==> config.mk <==
export PLATFORM = sky130hd
export DESIGN_NAME = mdio_io_ctrl
export DESIGN_NICKNAME = d
export VERILOG_FILES = /design/src/core/mdio_pkg.sv /design/src/core/mdio_io_ctrl.sv
export VERILOG_INCLUDE_DIRS = /design/src /design/src/core
export SDC_FILE = /design/constraint.sdc
export NUM_CORES = 1
export LEC_CHECK = 0
export ABC_AREA = 1
export BUFFER_PORTS_ARGS = -buffer_cell sky130_fd_sc_hd__buf_4
export CAP_MARGIN = 20
export CORE_MARGIN = 8
export CORE_UTILIZATION = 57
export CTS_CLUSTER_DIAMETER = 200
export DETAILED_ROUTE_END_ITERATION = 8
export GPL_TIMING_DRIVEN = 0
export PLACE_DENSITY = 0.79
export REMOVE_ABC_BUFFERS = 1
export SYNTH_ARGS = -nofsm -noshare
export SYNTH_HDL_FRONTEND = slang
export SYNTH_SLANG_ARGS = --single-unit
export TNS_END_PERCENT = 10
==> constraint.sdc <==
create_clock -name clk -period 5.5 [get_ports clk]
set_clock_uncertainty 0.15 [all_clocks]
set_input_delay 0.55 -clock clk [delete_from_list [all_inputs] [get_ports clk]]
set_output_delay 0.55 -clock clk [all_outputs]
set_load 0.01 [all_outputs]
==> src/core/mdio_params.svh <==
`ifndef MDIO_PARAMS_SVH
`define MDIO_PARAMS_SVH
// speed pulse output: pulses per shaft turn, width in microseconds
`define MDIO_PULSES_PER_REV 30
`define MDIO_PULSE_WIDTH_US 200
// power-up validity time in milliseconds
`define MDIO_POWERUP_MS 500
// clock rate in MHz
`define MDIO_CLK_MHZ 250
// encoder ticks per shaft turn (default)
`define MDIO_TICKS_PER_REV 3000
`endif

==> src/core/mdio_pkg.sv <==
`default_nettype none
package mdio_pkg;
   // operation input mode (setting 1819)
   typedef enum logic [1:0] {
      MDIO_MODE_2W,
      MDIO_MODE_2W1,
      MDIO_MODE_3W
   } mdio_mode_e;

   // stop style handed to the power stage
   typedef enum logic [1:0] {
      MDIO_STOP_NONE,
      MDIO_STOP_DECEL,
      MDIO_STOP_INSTANT,
      MDIO_STOP_COAST
   } mdio_stop_e;

   // raw input terminals
   typedef struct packed {
      logic forward_run;
      logic backward_run;
      logic stop_select;
      logic decel_run_gate;
      logic brake_run_gate;
      logic turn_sense_select;
      logic [3:0] data_sel;
      logic alarm_reset;
      logic brake_release;
      logic hold_release;
      logic notice_clear;
   } mdio_in_s;

   // motion command to the power stage
   typedef struct packed {
      logic run;
      logic reverse;
      mdio_stop_e stop;
      logic [3:0] data_no;
   } mdio_cmd_s;
endpackage : mdio_pkg
`default_nettype wire
==> src/core/mdio_io_ctrl.sv <==
// Operation
// - thirty speed pulses per shaft turn
// - alarm output drops on any trip
// - shaft_turning only when operation input rotates
// - torque_limit_reached when torque hits limit
// - speed_match within detection width of command
// - outputs valid, inputs taken after 0.5 s; speed_pulse, notice_flag, torque_clamp, panel_permit not held
// - setting selects two-wire or three-wire mode
// - two-wire forward and backward run inputs
// - mode 1: both runs on decelerates; instant stop instead when stop_select on
// - stop_select picks decel or instant stop
// - three-wire runs only with both gates
// - turn_sense_select on means counterclockwise
// - four select bits give data number
// - alarm reset on edge, blocked while running
// - overcurrent and memory alarms not resettable
// - brake_release frees shaft, not under alarm
// - hold_release frees held shaft or brakes
// - torque clamp on limits, off peak
// - notice_clear edge clears when auto off
// - panel_unlock permits panel functions
// - external fault off alarms, instant stop
// - unassigned closed inputs on; multi-terminal and
// - speed pulse width fixed 0.2 ms
// - alarm coasts, external fault stops instantly
`include "mdio_params.svh"
`default_nettype none
module mdio_io_ctrl #(
   parameter int TICKS_PER_REV = `MDIO_TICKS_PER_REV,
   parameter int POWERUP_CYC = `MDIO_POWERUP_MS * `MDIO_CLK_MHZ * 1000,
   parameter int NTERM = 2
) (
   input wire logic clk, // 250 MHz
   input wire logic rst, // async, high
   input wire mdio_pkg::mdio_in_s in_pins, // input terminals
   input wire logic [NTERM-1:0] clamp_pins, // torque clamp terminals
   input wire logic [NTERM-1:0] clamp_assigned, // which are mapped
   input wire logic [NTERM-1:0] panel_pins, // panel unlock terminals
   input wire logic [NTERM-1:0] panel_assigned, // which are mapped
   input wire logic [NTERM-1:0] ext_pins, // fault stop terminals
   input wire logic [NTERM-1:0] ext_assigned, // which are mapped
   input wire mdio_pkg::mdio_mode_e op_mode, // setting 1819
   input wire logic brake_fitted, // brake-equipped driver
   input wire logic hold_enable, // load holding on
   input wire logic notice_auto_clear, // auto clear of notices
   input wire logic rev_tick, // one encoder tick
   input wire logic motor_moving, // shaft rotating
   input wire logic torque_at_limit, // torque reached limit
   input wire logic [15:0] speed_cmd, // commanded speed
   input wire logic [15:0] speed_act, // detected speed
   input wire logic [15:0] speed_width, // detection width
   input wire logic fault_trip, // resettable protective trip
   input wire logic hard_trip, // overcurrent / memory error
   input wire logic notice_event, // information raised
   output logic speed_pulse, // speed pulse output
   output logic alarm_out, // normally closed alarm
   output logic shaft_turning, // motion output
   output logic torque_limit_reached, // torque limit output
   output logic speed_match, // speed reached output
   output logic notice_flag, // information output
   output logic torque_clamp, // torque limit active
   output logic panel_permit, // panel functions allowed
   output logic brake_open, // brake released
   output logic excite_off, // excitation removed
   output mdio_pkg::mdio_cmd_s motor_cmd // command to power stage
);
   localparam int PW_CYC = `MDIO_PULSE_WIDTH_US * `MDIO_CLK_MHZ;
   localparam int TPP = TICKS_PER_REV / `MDIO_PULSES_PER_REV;
   localparam int W = 14 + 3 * NTERM;

   // all terminals through two flops; stage one is read only by stage two
   logic [W-1:0] raw, s1_q, s2_q;
   assign raw = {in_pins, clamp_pins, panel_pins, ext_pins};
   always_ff @(posedge clk or posedge rst) begin
      if (rst) begin
         s1_q <= '0;
         s2_q <= '0;
      end else begin
         s1_q <= raw;
         s2_q <= s1_q;
      end
   end

   mdio_pkg::mdio_in_s si;
   logic [NTERM-1:0] clamp_s, panel_s, ext_s;
   assign {si, clamp_s, panel_s, ext_s} = s2_q;

   // unassigned terminal reads as on; a multi-mapped function needs all on
   function automatic logic all_on(input logic [NTERM-1:0] p, input logic [NTERM-1:0] a);
      all_on = &(p | ~a);
   endfunction

   logic clamp_on, panel_on, ext_on;
   assign clamp_on = all_on(clamp_s, clamp_assigned);
   assign panel_on = all_on(panel_s, panel_assigned);
   assign ext_on = all_on(ext_s, ext_assigned);

   // power-up window; run, reset, clear, brake and hold inputs ignored and outputs but speed_pulse, notice_flag, torque_clamp, panel_permit held safe
   logic [31:0] pu_cnt_q;
   logic ready_q;
   always_ff @(posedge clk or posedge rst) begin
      if (rst) begin
         pu_cnt_q <= '0;
         ready_q <= 1'b0;
      end else if (!ready_q) begin
         pu_cnt_q <= pu_cnt_q + 32'h1;
         ready_q <= (pu_cnt_q >= 32'(POWERUP_CYC - 2));
      end
   end

   // edge history for reset and clear inputs, taken on synced samples
   logic ar_prev_q, nc_prev_q;
   always_ff @(posedge clk or posedge rst) begin
      if (rst) begin
         ar_prev_q <= 1'b0;
         nc_prev_q <= 1'b0;
      end else begin
         ar_prev_q <= si.alarm_reset;
         nc_prev_q <= si.notice_clear;
      end
   end
   logic ar_rise, nc_rise;
   assign ar_rise = si.alarm_reset & ~ar_prev_q & ready_q;
   assign nc_rise = si.notice_clear & ~nc_prev_q & ready_q;

   // run decode per mode
   logic three_w, run_req, back_req, both_2w, busy;
   assign three_w = (op_mode == mdio_pkg::MDIO_MODE_3W);
   assign both_2w = si.forward_run & si.backward_run;
   always_comb begin
      if (three_w) begin
         run_req = si.decel_run_gate & si.brake_run_gate;
         back_req = si.turn_sense_select;
         busy = run_req;
      end else begin
         run_req = si.forward_run ^ si.backward_run;
         if (op_mode == mdio_pkg::MDIO_MODE_2W1 && both_2w) begin
            run_req = 1'b0;
         end else if (both_2w) begin
            run_req = 1'b1; // plain two-wire: forward wins
         end
         back_req = ~si.forward_run & si.backward_run;
         busy = si.forward_run | si.backward_run;
      end
   end

   // alarm latch: trip sets; reset edge clears soft alarms only
   logic alarm_q, hard_q, ext_alarm_q;
   always_ff @(posedge clk or posedge rst) begin
      if (rst) begin
         alarm_q <= 1'b0;
         hard_q <= 1'b0;
         ext_alarm_q <= 1'b0;
      end else begin
         if (hard_trip) begin
            hard_q <= 1'b1;
         end
         if (fault_trip || hard_trip || (ready_q && !ext_on)) begin
            alarm_q <= 1'b1;
            if (ready_q && !ext_on) begin
               ext_alarm_q <= 1'b1;
            end
         end else if (ar_rise && !busy && !hard_q) begin
            alarm_q <= 1'b0;
            ext_alarm_q <= 1'b0;
         end
      end
   end

   // motion command; alarm overrides run
   mdio_pkg::mdio_cmd_s cmd_d;
   always_comb begin
      cmd_d.data_no = si.data_sel;
      cmd_d.reverse = back_req;
      cmd_d.run = 1'b0;
      cmd_d.stop = mdio_pkg::MDIO_STOP_DECEL;
      if (!ready_q) begin
         cmd_d.stop = mdio_pkg::MDIO_STOP_NONE;
      end else if (alarm_q || !ext_on) begin
         cmd_d.stop = (ext_alarm_q || !ext_on) ? mdio_pkg::MDIO_STOP_INSTANT
                                               : mdio_pkg::MDIO_STOP_COAST;
      end else if (run_req) begin
         cmd_d.run = 1'b1;
         cmd_d.stop = mdio_pkg::MDIO_STOP_NONE;
      end else if (three_w) begin
         cmd_d.stop = si.brake_run_gate ? mdio_pkg::MDIO_STOP_DECEL
                                        : mdio_pkg::MDIO_STOP_INSTANT;
      end else begin
         cmd_d.stop = si.stop_select ? mdio_pkg::MDIO_STOP_INSTANT
                                     : mdio_pkg::MDIO_STOP_DECEL;
      end
   end

   always_ff @(posedge clk or posedge rst) begin
      if (rst) begin
         motor_cmd <= '0;
      end else begin
         motor_cmd <= cmd_d;
      end
   end

   // speed pulse: tick divider and fixed-width stretcher
   logic [15:0] tick_q;
   logic [15:0] pw_q;
   always_ff @(posedge clk or posedge rst) begin
      if (rst) begin
         tick_q <= '0;
         pw_q <= '0;
      end else begin
         if (pw_q != 16'h0) begin
            pw_q <= pw_q - 16'h1;
         end
         if (rev_tick) begin
            if (tick_q >= 16'(TPP - 1)) begin
               tick_q <= '0;
               pw_q <= 16'(PW_CYC);
            end else begin
               tick_q <= tick_q + 16'h1;
            end
         end
      end
   end

   // speed window compare
   logic [16:0] diff;
   assign diff = (speed_act >= speed_cmd) ? {1'b0, speed_act - speed_cmd}
                                          : {1'b0, speed_cmd - speed_act};

   // notice latch; a new event in the clear cycle wins
   logic notice_q;
   always_ff @(posedge clk or posedge rst) begin
      if (rst) begin
         notice_q <= 1'b0;
      end else if (notice_event) begin
         notice_q <= 1'b1;
      end else if (notice_auto_clear || nc_rise) begin
         notice_q <= 1'b0;
      end
   end

   // brake and hold; brake release refused under alarm
   logic still;
   assign still = ~motor_moving & ~cmd_d.run;

   // registered outputs; safe values through the power-up window except speed_pulse, notice_flag, torque_clamp and panel_permit
   always_ff @(posedge clk or posedge rst) begin
      if (rst) begin
         speed_pulse <= 1'b0;
         alarm_out <= 1'b0;
         shaft_turning <= 1'b0;
         torque_limit_reached <= 1'b0;
         speed_match <= 1'b0;
         notice_flag <= 1'b0;
         torque_clamp <= 1'b1;
         panel_permit <= 1'b0;
         brake_open <= 1'b0;
         excite_off <= 1'b0;
      end else begin
         speed_pulse <= (pw_q != 16'h0);
         alarm_out <= ready_q & ~alarm_q;
         shaft_turning <= ready_q & motor_moving & cmd_d.run;
         torque_limit_reached <= ready_q & torque_at_limit;
         speed_match <= ready_q & (diff <= {1'b0, speed_width});
         notice_flag <= notice_q;
         torque_clamp <= clamp_on;
         panel_permit <= panel_on;
         brake_open <= brake_fitted & ready_q & still & si.brake_release
                       & ~alarm_q;
         excite_off <= still & hold_enable & si.hold_release & ready_q;
      end
   end

   a_alarm_drop: assert property (@(posedge clk) disable iff (rst)
      (fault_trip || hard_trip) |=> ##2 !alarm_out)
      else $error("alarm output stayed on after trip");
   a_hard_keep: assert property (@(posedge clk) disable iff (rst)
      hard_q |=> alarm_q)
      else $error("hard alarm was cleared");
   a_pulse_width: assert property (@(posedge clk) disable iff (rst)
      $rose(speed_pulse) |-> speed_pulse [*8])
      else $error("speed pulse too short");
   a_brake_alarm: assert property (@(posedge clk) disable iff (rst)
      alarm_q |=> !brake_open)
      else $error("brake released under alarm");
   a_run_3w: assert property (@(posedge clk) disable iff (rst)
      (three_w && !(si.decel_run_gate && si.brake_run_gate)) |=> !motor_cmd.run)
      else $error("three-wire ran without both gates");
   a_both_2w1: assert property (@(posedge clk) disable iff (rst)
      (op_mode == mdio_pkg::MDIO_MODE_2W1 && both_2w) |=> !motor_cmd.run)
      else $error("mode 1 ran with both inputs");
   a_ext_stop: assert property (@(posedge clk) disable iff (rst)
      (ready_q && !ext_on) |=> motor_cmd.stop == mdio_pkg::MDIO_STOP_INSTANT)
      else $error("external fault did not stop instantly");
   a_powerup_out: assert property (@(posedge clk) disable iff (rst)
      !ready_q |=> !alarm_out && !motor_cmd.run)
      else $error("output valid before power-up time");
   a_data_no: assert property (@(posedge clk) disable iff (rst)
      1'b1 |=> motor_cmd.data_no == $past(si.data_sel))
      else $error("data number wrong");
endmodule : mdio_io_ctrl
`default_nettype wire

==> results of run 1 <==
-- per-stage QoR --
step	cell area [um^2]	setup WS [ns]	total power [mW]	util, %	cells
CTS	9464	2.344	2.763	68.98	1361
floorplan	7839	1.361	1.488	-	1044
detailed placement	8877	1.915	1.654	64.71	1329
global route	9464	2.060	2.898	68.98	1361
finish	9464	2.341	2.744	68.98	1361
global placement	8845	0.06939	1.631	64.47	1328
-- how the worst max path moves through the flow --
| stage | startpoint | end | slack, ns | depth (start not counted) |
|---|---|---|---|---|
| after detailed placement | speed_act[0] | speed_match | 1.92 | 21 |
| after global routing | speed_act[0] | speed_match | 2.06 | 21 |
| after floorplan | rst | alarm_out | 1.36 | 1 |
| final | speed_act[0] | speed_match | 2.34 | 21 |
| after CTS | speed_act[0] | speed_match | 2.34 | 21 |
| after global placement | rst | pu_cnt_q[17] | 0.07 | 2 |
-- metal layers --
metal  GRT usage (%)  part of all wire (%)  up-vias
met5               0                     0        -
met4           6.862                   2.1        0
met3           4.862                   5.0       28
met2           34.85                    50      174
met1           24.38                    43     3173
li1                -                     -     3459
-- critical path, cell delays in order --
cell and delay (ns):
buf_4 0.11, inv_1 0.05, ha_1 0.13, inv_1 0.06, fa_1 0.42, nand2_1 0.10
nand3_2 0.10, nand2_1 0.11, nand3_2 0.11, a21oi_4 0.42, nand2_1 0.09, nand2_1 0.10
inv_1 0.05, ha_1 0.29, a21oi_1 0.17, nor2_1 0.05, nor3_1 0.12, nand2_1 0.08
nand2_1 0.06, nand2_1 0.04, a21oi_1 0.13
-- registers in the layout, summed over array words and instances, names as in the netlist, 8 cells and up --
register and cells:
pw_q 16, s2_q 20, motor_cmd 8, tick_q 16
pu_cnt_q 32, s1_q 20
-- area by class of cell --
cell class	count	area [um^2]	area share, %
multi-input combinational	693	3775	39.89
sequential	129	3229	34.12
inverter	222	839.6	8.871
timing repair buffer	105	808.3	8.540
clock buffer	17	425.4	4.495
tap	180	225.2	2.380
clock inverter	15	161.4	1.705
-- power by group through the flow --
stage	Clock, mW	Sequential (mW)	Combinational, mW
final	1.09	1.08	0.568
after global placement	0	1.09	0.539
after floorplan	0	1.08	0.405
after global routing	1.15	1.09	0.657
after CTS	1.11	1.08	0.571
after detailed placement	0	1.09	0.560
-- cell usage after synthesis, types with 2 or more instances --
library cell	number	area share, %
a21o_1	2	0.19
nor3_1	24	1.5
o21ai_0	14	0.89
nand4_1	22	1.7
nand2_2	6	0.47
buf_6	2	0.28
o22ai_1	3	0.24
fa_1	2	0.51
dfrtp_1	128	40
xnor2_1	10	1.1
inv_2	3	0.14
nor2_4	2	0.28
clkbuf_2	2	0.13
a21oi_1	38	2.4
nor3_2	2	0.25
nand2_1	302	14
buf_2	3	0.19
nand3_1	57	3.6
nand3_2	2	0.25
a31oi_1	2	0.16
clkbuf_1	4	0.19
or2_2	2	0.16
ha_1	54	8.5
o211ai_1	6	0.57
xor2_1	37	4.1
nor2_2	6	0.47
nor4_1	4	0.32
inv_1	217	10
nor2_1	83	3.9
-- kinds of logic after synthesis --
kind of cell | after synthesis | share of synthesized area [%]
AOI/OAI and AO/OA | 72 | 5.232
xor gates and xnor gates | 47 | 5.200
adders and majority gates | 56 | 9.041
buffers and inverters | 234 | 11.52
DFF | 129 | 40.79
muxes | 1 | 0.1422
and+or+nand+nor | 517 | 28.07
==> summary.txt, run 1 <==
Floorplanning
  • Die Ht: 133.9 um
  • I/O pins: 105
  • Initial Util: 57.70%
  • Area of the core: 0.01372 mm^2
  • Chip Width: 133.9 um
  • Row count: 43
  • Die area: 0.01792 mm^2

Power
  • Internal power: 1.862 mW
  • Part of the power in registers: 39.4%
  • Clock power share: 39.9%
  • Leak Pwr: 5.254 nW
  • Combinational power share: 20.7%
  • Sw Share: 32.16%
  • Pwr per Cell Area: 290.0 mW/mm^2
  • Max VDD drop: 352.6 uV
  • Switching power: 0.8827 mW

Clock tree
  • TritonCTS Sinks: 129
  • Clk slew on worst S/H paths: 0.07 ns
  • Post-CTS Setup Repair Bufs: 0
  • Htree depth: 4
  • Clk root buf: clkbuf_16
  • TritonCTS Buffers: 17
  • Cts hold-fix bufs: 0
  • Gates resized, CTS repair: 0
  • Clock Latency Late Sink: 0.41 ns
  • Clock Tree Buf Depth: 2
  • CTS tree: built

GRT
  • Largest net degree at the start of global routing: 83
  • Number of global-route vias before repair: 6620
  • First-pass GRT wire length: 29.83 mm
  • Initial antenna violation count: 0
  • Global Route Usage Sum: 20.26%
  • Grt ovf: 0

Route
  • Number of antenna-violating nets in the routed design: 0
  • Via count: 6834
  • Post-route DRC: 0
  • Drt via density: 5.021
  • Initial DRC Count: 488
  • Pre-antenna DRT Iters: 5
  • Post-DR wirelength/cell: 12.90 um
  • Routed wire length: 17.56 mm

Worst setup path
  • Setup slack, reg-to-reg: 3.17 ns
  • R2R cell count: 9
  • Worst setup EP type: register
  • Worst R2R Start: pw_q[0]
  • Crit path required time: 5.67 ns
  • FF-to-FF End: pw_q[15]
  • CP arrival: 3.33 ns
  • WS Path Type: primary input to register
  • Worst-path fanout max: 14
  • Startpoint class of the critical path: primary input

Layout
  • Most common cell after layout, fill and taps aside: nand2_1
  • Commonest cells after routing, fill and taps aside: 302 x nand2_1, 216 x inv_1, 128 x dfrtp_1
  • # fillers: 1101
  • N_diodes: 0
  • Layout Nets: 1311
  • Layout Area Growth over Synthesis: 19.55%
  • Layout cells sized above 1: 14.39%

Timing
  • RSZ-0062 raised after global routing: false
  • Setup-failing EPs final: 0
  • Final critical-path share of the clock period: 57.44%
  • Worst-Margin Slew: 0.5289 ns
  • F_max: 0.3165 GHz
  • Final Hold Fails: 11
  • Min Tclk post-route: 3.159 ns
  • Slew margin rel.: 64.63%
  • Setup_tns: 0 ns
  • Slew Limit Fails: 0
  • Worst hold slack: -0.002274 ns

Logic synthesis
  • Synth warnings: 0
  • Avg Inst Size Synth: 7.497 um^2
  • FF+latch count, synth: 129
  • Post-synthesis sequential area ratio: 40.79%
  • Mapped cell area: 0.007916 mm^2
  • Ys flop type: dfrtp_1
  • EDFF count, synth: 0
  • Mapped Cells: 1056
  • Synth async-reset ratio: 100.0%
  • Synth unique cells: 46

Placement
  • RD Place Congestion: 0.9151
  • Hpwl dp: 13.22 mm
  • Port bufs: 104

Hold path
  • Hold crit path type: primary input to asynchronous set/reset pin

Status
  • Violated checks: negative hold slack
  • Run status: finished with violations

Flow run
  • Max-cap violations: 0
No activity file was read; power rests on OpenSTA's default activity.
==> run 2: changes to the inputs <==
--- a/config.mk
+++ b/config.mk
@@ -10,11 +10,11 @@
 export BUFFER_PORTS_ARGS = -buffer_cell sky130_fd_sc_hd__buf_4
 export CAP_MARGIN = 20
 export CORE_MARGIN = 8
-export CORE_UTILIZATION = 57
+export CORE_UTILIZATION = 53
 export CTS_CLUSTER_DIAMETER = 200
 export DETAILED_ROUTE_END_ITERATION = 8
 export GPL_TIMING_DRIVEN = 0
-export PLACE_DENSITY = 0.79
+export PLACE_DENSITY = 0.77
 export REMOVE_ABC_BUFFERS = 1
 export SYNTH_ARGS = -nofsm -noshare
 export SYNTH_HDL_FRONTEND = slang
==> constraint.sdc (replaced) <==
create_clock -name clk -period 2.58 [get_ports clk]
set_clock_uncertainty 0.15 [all_clocks]
set_input_delay 0.258 -clock clk [delete_from_list [all_inputs] [get_ports clk]]
set_output_delay 0.258 -clock clk [all_outputs]
set_load 0.01 [all_outputs]
==> summary.txt, run 2 (synthesized netlist as in run 1, its figures left out) <==
Status
  • Run status: finished clean (was finished with violations)

Power
  • Pwr Total: 6.055 mW (was 2.744 mW)
  • Max VDD drop: 672.9 uV (was 352.6 uV)
  • Leak Pwr: 5.475 nW (was 5.254 nW)
  • Pwr per Cell Area: 587.4 mW/mm^2 (was 290.0 mW/mm^2)

Worst setup path
  • CP Cell Sequence: buf_6 > inv_4 > ha_4 > inv_2 > fa_2 > nand2_2 > nand3_2 > nand2_2 > nand3_4 > a21oi_4 > clkbuf_16 > nand2_4 > nand2_2 > inv_2 > ha_4 > nand4_1 > nor2_2 > nand3_1 > a21oi_2 (was buf_4 > inv_1 > ha_1 > inv_1 > fa_1 > nand2_1 > nand3_2 > nand2_1 > nand3_2 > a21oi_4 > nand2_1 > nand2_1 > inv_1 > ha_1 > a21oi_1 > nor2_1 > nor3_1 > nand2_1 > nand2_1 > nand2_1 > a21oi_1)
  • Worst path most repeated cell: nand2_2 (was nand2_1)
  • WS Path Type: primary input to register (unchanged)
  • Crit path required time: 2.77 ns (was 5.67 ns)
  • Worst-path fanout max: 7 (was 14)
  • CP arrival: 2.69 ns (was 3.33 ns)
  • Startpoint class of the critical path: primary input (unchanged)
  • Slowest cell on crit path: fa_2 (was fa_1)
  • Worst setup EP type: register (unchanged)
  • CP bufs+invs: 5 (was 4)
  • CP peak stage delay: 0.36 ns (was 0.42 ns)
  • CP top delay family: simple AND/OR/NAND/NOR gates (unchanged)

Flow run
  • Max-cap violations: 0 (unchanged)

Timing
  • Final Hold Fails: 0 (was 11)
  • F_max: 0.4010 GHz
  • Setup-failing EPs final: 0 (unchanged)
  • Slew Limit Fails: 0 (unchanged)
  • Final critical-path share of the clock period: 96.66%
  • Min Tclk post-route: 2.494 ns
  • Fin worst setup slack: 0.08616 ns (was 2.341 ns)
  • Worst-Margin Slew: 0.5231 ns (was 0.5289 ns)
  • Slew margin rel.: 65.02% (was 64.63%)

Layout
  • Layout Area Growth over Synthesis: 30.20% (was 19.55%)
  • Most flop-heavy register: pu_cnt_q (unchanged)
  • Most common cell after layout, fill and taps aside: nand2_1 (unchanged)
  • Regs by FF count: pu_cnt_q (32), s1_q (20), s2_q (20) (unchanged)
  • Post-layout util: 70.65% (was 68.98%)
  • Layout cells sized above 1: 20.42% (was 14.39%)
  • Non-Filler Instances: 1409 (was 1361)
  • Layout Nets: 1354 (was 1311)
  • Max reg flops: 32 (unchanged)
  • Cell area after layout: 0.01031 mm^2 (was 0.009464 mm^2)
  • Commonest cells after routing, fill and taps aside: 284 x nand2_1, 206 x inv_1, 128 x dfrtp_1 (was 302 x nand2_1, 216 x inv_1, 128 x dfrtp_1)

Floorplanning
  • Area of the core: 0.01459 mm^2 (was 0.01372 mm^2)
  • I/O pins: 105 (unchanged)
  • Chip Width: 138.2 um (was 133.9 um)
  • Die Ht: 138.2 um (was 133.9 um)
  • Row count: 44 (was 43)
  • Initial Util: 54.26% (was 57.70%)
  • Die area: 0.01910 mm^2 (was 0.01792 mm^2)

Route
  • Initial DRC Count: 496 (was 488)
  • Post-route DRC: 0 (unchanged)
  • Pre-antenna DRT Iters: 5 (unchanged)
  • Drt via density: 5.002 (was 5.021)
  • Post-DR wirelength/cell: 13.57 um (was 12.90 um)
  • Number of antenna-violating nets in the routed design: 0 (unchanged)
  • Via count: 7048 (was 6834)
  • Routed wire length: 19.12 mm (was 17.56 mm)

Clock tree
  • TritonCTS Buffers: 17 (unchanged)
  • Clock Tree Buf Depth: 2 (unchanged)
  • Clk slew on worst S/H paths: 0.06 ns (was 0.07 ns)
  • TritonCTS Sinks: 129 (unchanged)
  • Clock Latency Late Sink: 0.42 ns (was 0.41 ns)
  • CTS tree: built (unchanged)
  • Clk root buf: clkbuf_16 (unchanged)
  • Htree depth: 4 (unchanged)

Placement
  • Hpwl dp: 13.27 mm (was 13.22 mm)
  • Area post-placement: 0.008882 mm^2 (was 0.008877 mm^2)
  • RD Place Congestion: 0.9181 (was 0.9151)
  • Port bufs: 104 (unchanged)
  • Dpl ws: -0.6320 ns (was 1.915 ns)
  • Placed insts: 1333 (was 1329)

GRT
  • Number of global-route vias before repair: 6794 (was 6620)
  • Largest net degree at the start of global routing: 74 (was 83)
  • Global Route Usage Sum: 19.38% (was 20.26%)
  • Initial antenna violation count: 1 (was 0)
  • First-pass GRT wire length: 30.95 mm (was 29.83 mm)
  • Grt ovf: 0 (unchanged)

Hold path
  • Hold crit path type: primary input to register (was primary input to asynchronous set/reset pin)
run 2: timing repair:
action,in CTS,in global routing
setup endpoints to repair,1,1
buffers inserted,5,5
endpoints found under the hold margin,94,0
gates resized for setup,17,78
cloned,1,1
hold buffers,32,0
pin swaps,14,35
run 2: metrics by stage:
step	hold slack [ns]	TNS, ns
finish	0.03352	0
floorplan	0.1394	-162.70
global placement	0.1814	-334.46
global route	0.04136	-0.01572
CTS	0.02602	0
detailed placement	0.1847	-0.6320
run 2: routing by layer:
layer  global-route usage, %  up-vias  wire [um]
met4                   6.922        0        342
met1                   24.58     3253       8350
met2                   31.45      210       9306
met5                       0        -          0
met3                   4.795       32       1119
li1                        -     3553          -
run 2: where the power goes:
group          total, mW  leakage, nW  internal, mW  switching (mW)
Clock               2.26        0.272          1.33           0.929
Sequential          2.31         1.60          2.19           0.118
Combinational       1.49         3.60         0.644           0.844
Total               6.05         5.47          4.16            1.89
run 2: worst register-to-register path: cells and delay by family, from the launching register on:
kind,cells,cell delay (ns)
buffers and inverters,1,0.10
adders and majority gates,1,0.19
DFF,1,0.40
and+or+nand+nor,7,1.32
run 2: cell type report:
type                    count  area, um^2
repair buffers            147        1237
clock buffers              17       425.4
well taps                 184       230.2
multi-input cells         694        4205
flip-flops and latches    129        3229
fillers                  1095        4282
diodes                      1       2.502
inverters                 222       844.6
clock inverters            15       132.6
run 2: worst paths after layout:
| kind | depth (start not counted) | to | start | slack (ns) |
|---|---|---|---|---|
| setup / recovery | 19 | speed_match | speed_act[0] | 0.09 |
| hold / removal | 4 | panel_permit | panel_assigned[0] | 0.03 |
| setup reg to reg | 9 | pw_q[15] | pw_q[0] | 0.28 |
| hold reg to reg | 0 | s2_q[15] | s1_q[15] | 0.20 |
| max in group asynchronous | 4 | torque_clamp | rst | 1.24 |
| min in group asynchronous | 3 | s1_q[5] | rst | 0.31 |
==> run 3: changes to the inputs <==
--- a/config.mk
+++ b/config.mk
@@ -10,11 +10,11 @@
 export BUFFER_PORTS_ARGS = -buffer_cell sky130_fd_sc_hd__buf_4
 export CAP_MARGIN = 20
 export CORE_MARGIN = 8
-export CORE_UTILIZATION = 53
+export CORE_UTILIZATION = 45
 export CTS_CLUSTER_DIAMETER = 200
 export DETAILED_ROUTE_END_ITERATION = 8
 export GPL_TIMING_DRIVEN = 0
-export PLACE_DENSITY = 0.77
+export PLACE_DENSITY = 0.67
 export REMOVE_ABC_BUFFERS = 1
 export SYNTH_ARGS = -nofsm -noshare
 export SYNTH_HDL_FRONTEND = slang
==> summary.txt, run 3 (synthesized netlist as in run 1, its figures left out) <==
Status
  • Run status: finished clean (unchanged)

Layout
  • N_diodes: 0 (was 1)
  • Max reg flops: 32 (unchanged)
  • Layout cells sized above 1: 18.43% (was 20.42%)
  • Most flop-heavy register: pu_cnt_q (unchanged)
  • Layout Nets: 1351 (was 1354)
  • Commonest cells after routing, fill and taps aside: 295 x nand2_1, 209 x inv_1, 128 x dfrtp_1 (was 284 x nand2_1, 206 x inv_1, 128 x dfrtp_1)
  • Most common cell after layout, fill and taps aside: nand2_1 (unchanged)
  • Layout Area Growth over Synthesis: 28.59% (was 30.20%)
  • Post-layout util: 59.06% (was 70.65%)
  • Regs by FF count: pu_cnt_q (32), s1_q (20), s2_q (20) (unchanged)

Timing
  • Slew Limit Fails: 0 (unchanged)
  • Slew margin rel.: 63.39% (was 65.02%)
  • F_max: 0.3975 GHz (was 0.4010 GHz)
  • RSZ-0062 raised after global routing: true
  • Min Tclk post-route: 2.515 ns (was 2.494 ns)
  • Setup-failing EPs final: 0 (unchanged)
  • Final critical-path share of the clock period: 97.50% (was 96.66%)
  • Setup_tns: 0 ns (unchanged)
  • Final Hold Fails: 0 (unchanged)
  • Worst-Margin Slew: 0.5474 ns (was 0.5231 ns)

Hold path
  • Hold crit path type: primary input to register (unchanged)

Placement
  • Port bufs: 104 (unchanged)
  • RD Place Congestion: 0.8990 (was 0.9181)
  • Hpwl dp: 13.60 mm (was 13.27 mm)

Floorplanning
  • I/O pins: 105 (unchanged)
  • Die area: 0.02209 mm^2 (was 0.01910 mm^2)
  • Row count: 48 (was 44)
  • Initial Util: 45.93% (was 54.26%)
  • Chip Width: 148.6 um (was 138.2 um)
  • Area of the core: 0.01724 mm^2 (was 0.01459 mm^2)
  • Die Ht: 148.6 um (was 138.2 um)

Clock tree
  • Clk slew on worst S/H paths: 0.06 ns (about the same)
  • TritonCTS Buffers: 17 (unchanged)
  • Clk root buf: clkbuf_16 (unchanged)
  • Clock Tree Buf Depth: 2 (unchanged)
  • Htree depth: 4 (unchanged)
  • Clock Latency Late Sink: 0.42 ns (about the same)
  • TritonCTS Sinks: 129 (unchanged)
  • CTS tree: built (unchanged)

Worst setup path
  • Startpoint class of the critical path: primary input (unchanged)
  • WS Path Type: primary input to register (unchanged)
  • Worst setup EP type: register (unchanged)
  • Worst-path fanout max: 2 (was 7)
  • Crit path required time: 2.76 ns (was 2.77 ns)
  • CP arrival: 2.70 ns (was 2.69 ns)

Power
  • Pwr per Cell Area: 595.9 mW/mm^2 (was 587.4 mW/mm^2)
  • Leak Pwr: 5.434 nW (was 5.475 nW)
  • Max VDD drop: 470.8 uV (was 672.9 uV)

Route
  • Routed wire length: 18.47 mm (was 19.12 mm)
  • Post-DR wirelength/cell: 12.77 um (was 13.57 um)
  • Initial DRC Count: 373 (was 496)
  • Via count: 6903 (was 7048)
  • Pre-antenna DRT Iters: 4 (was 5)
  • Number of antenna-violating nets in the routed design: 0 (unchanged)
  • Post-route DRC: 0 (unchanged)
  • Drt via density: 4.774 (was 5.002)

GRT
  • Global Route Usage Sum: 17.18% (was 19.38%)
  • First-pass GRT wire length: 30.96 mm (was 30.95 mm)
  • Initial antenna violation count: 0 (was 1)
  • Number of global-route vias before repair: 6597 (was 6794)
  • Grt ovf: 0 (unchanged)
  • Largest net degree at the start of global routing: 93 (was 74)

Flow run
  • Max-cap violations: 0 (unchanged)
-- run 3: cell types whose count changed in the layout (fill, tap and decap cells not counted), moves of 4 or more --
cell / delta
a21oi_1: +4
a21oi_2: -4
clkinv_2: -5
ha_2: +5
ha_4: -6
nand2_1: +11
nand2_2: -6
nand2_4: -4
-- run 3: routing by layer --
layer  global-route usage, %  share of wire (%)  up-vias
li1                        -                  -     3549
met3                   3.920                4.3       19
met1                   22.43                 47     3200
met2                   27.64                 47      135
met4                   5.507                1.7        0
met5                       0                  0        -
-- run 3: through the flow --
step	setup WS [ns]	hold WS [ns]	power, mW	cell area (um^2)	instances
after floorplan	-1.267	0.1394	3.173	7839	1044
after global placement	-2.716	0.1814	3.498	8901	1373
after detailed placement	-0.8463	0.1234	3.537	8934	1374
after CTS	0.005100	0.02340	6.029	9993	1444
after global routing	-0.09914	0.03380	6.425	10180	1446
final	0.06455	0.02994	6.066	10180	1446
-- run 3: what timing repair did --
item / in CTS / in global routing
setup endpoints to repair: 1 / 2
hold endpoints to repair: 73 / 0
setup buffers: 8 / 2
hold buffers: 30 / 0
gates resized for setup: 23 / 40
pin swaps: 15 / 20
gates cloned: 0 / 0
-- run 3: critical path, cell delays in order --
cell and delay, ns:
buf_8 0.10, inv_4 0.05, ha_4 0.12, inv_2 0.04, fa_2 0.35, nand2_2 0.09
nand3_2 0.09, buf_4 0.15, buf_4 0.14, nand3_1 0.08, nand4_1 0.09, nand2_1 0.08
nand2_1 0.06, nand2_2 0.09, inv_2 0.05, ha_4 0.24, nand4_1 0.17, nor2_2 0.21
nand3_2 0.10, a21oi_2 0.15
-- run 3: area by class of cell --
class	instances	area, um^2
Multi-Input combinational cell	693	4038
Tap cell	225	281.5
Sequential cell	129	3229
Fill cell	1553	7057
Clock inverter	13	140.1
Timing Repair Buffer	145	1206
Inverter	222	842.1
Clock buffer	19	442.9
-- run 3: worst paths after layout --
check | from | end | slack [ns] | depth (start not counted)
max in group asynchronous | rst | torque_clamp | 1.27 | 4
setup reg to reg | pw_q[0] | pw_q[5] | 0.31 | 8
setup / recovery | speed_act[0] | speed_match | 0.06 | 20
hold reg to reg | s1_q[15] | s2_q[15] | 0.20 | 0
hold / removal | clamp_assigned[1] | torque_clamp | 0.03 | 4
min in group asynchronous | rst | s1_q[2] | 0.23 | 3
-- run 3: power by group --
part,internal [mW],switching [mW]
sequential,2.19,0.113
combinational,0.602,0.802
clock,1.39,0.970
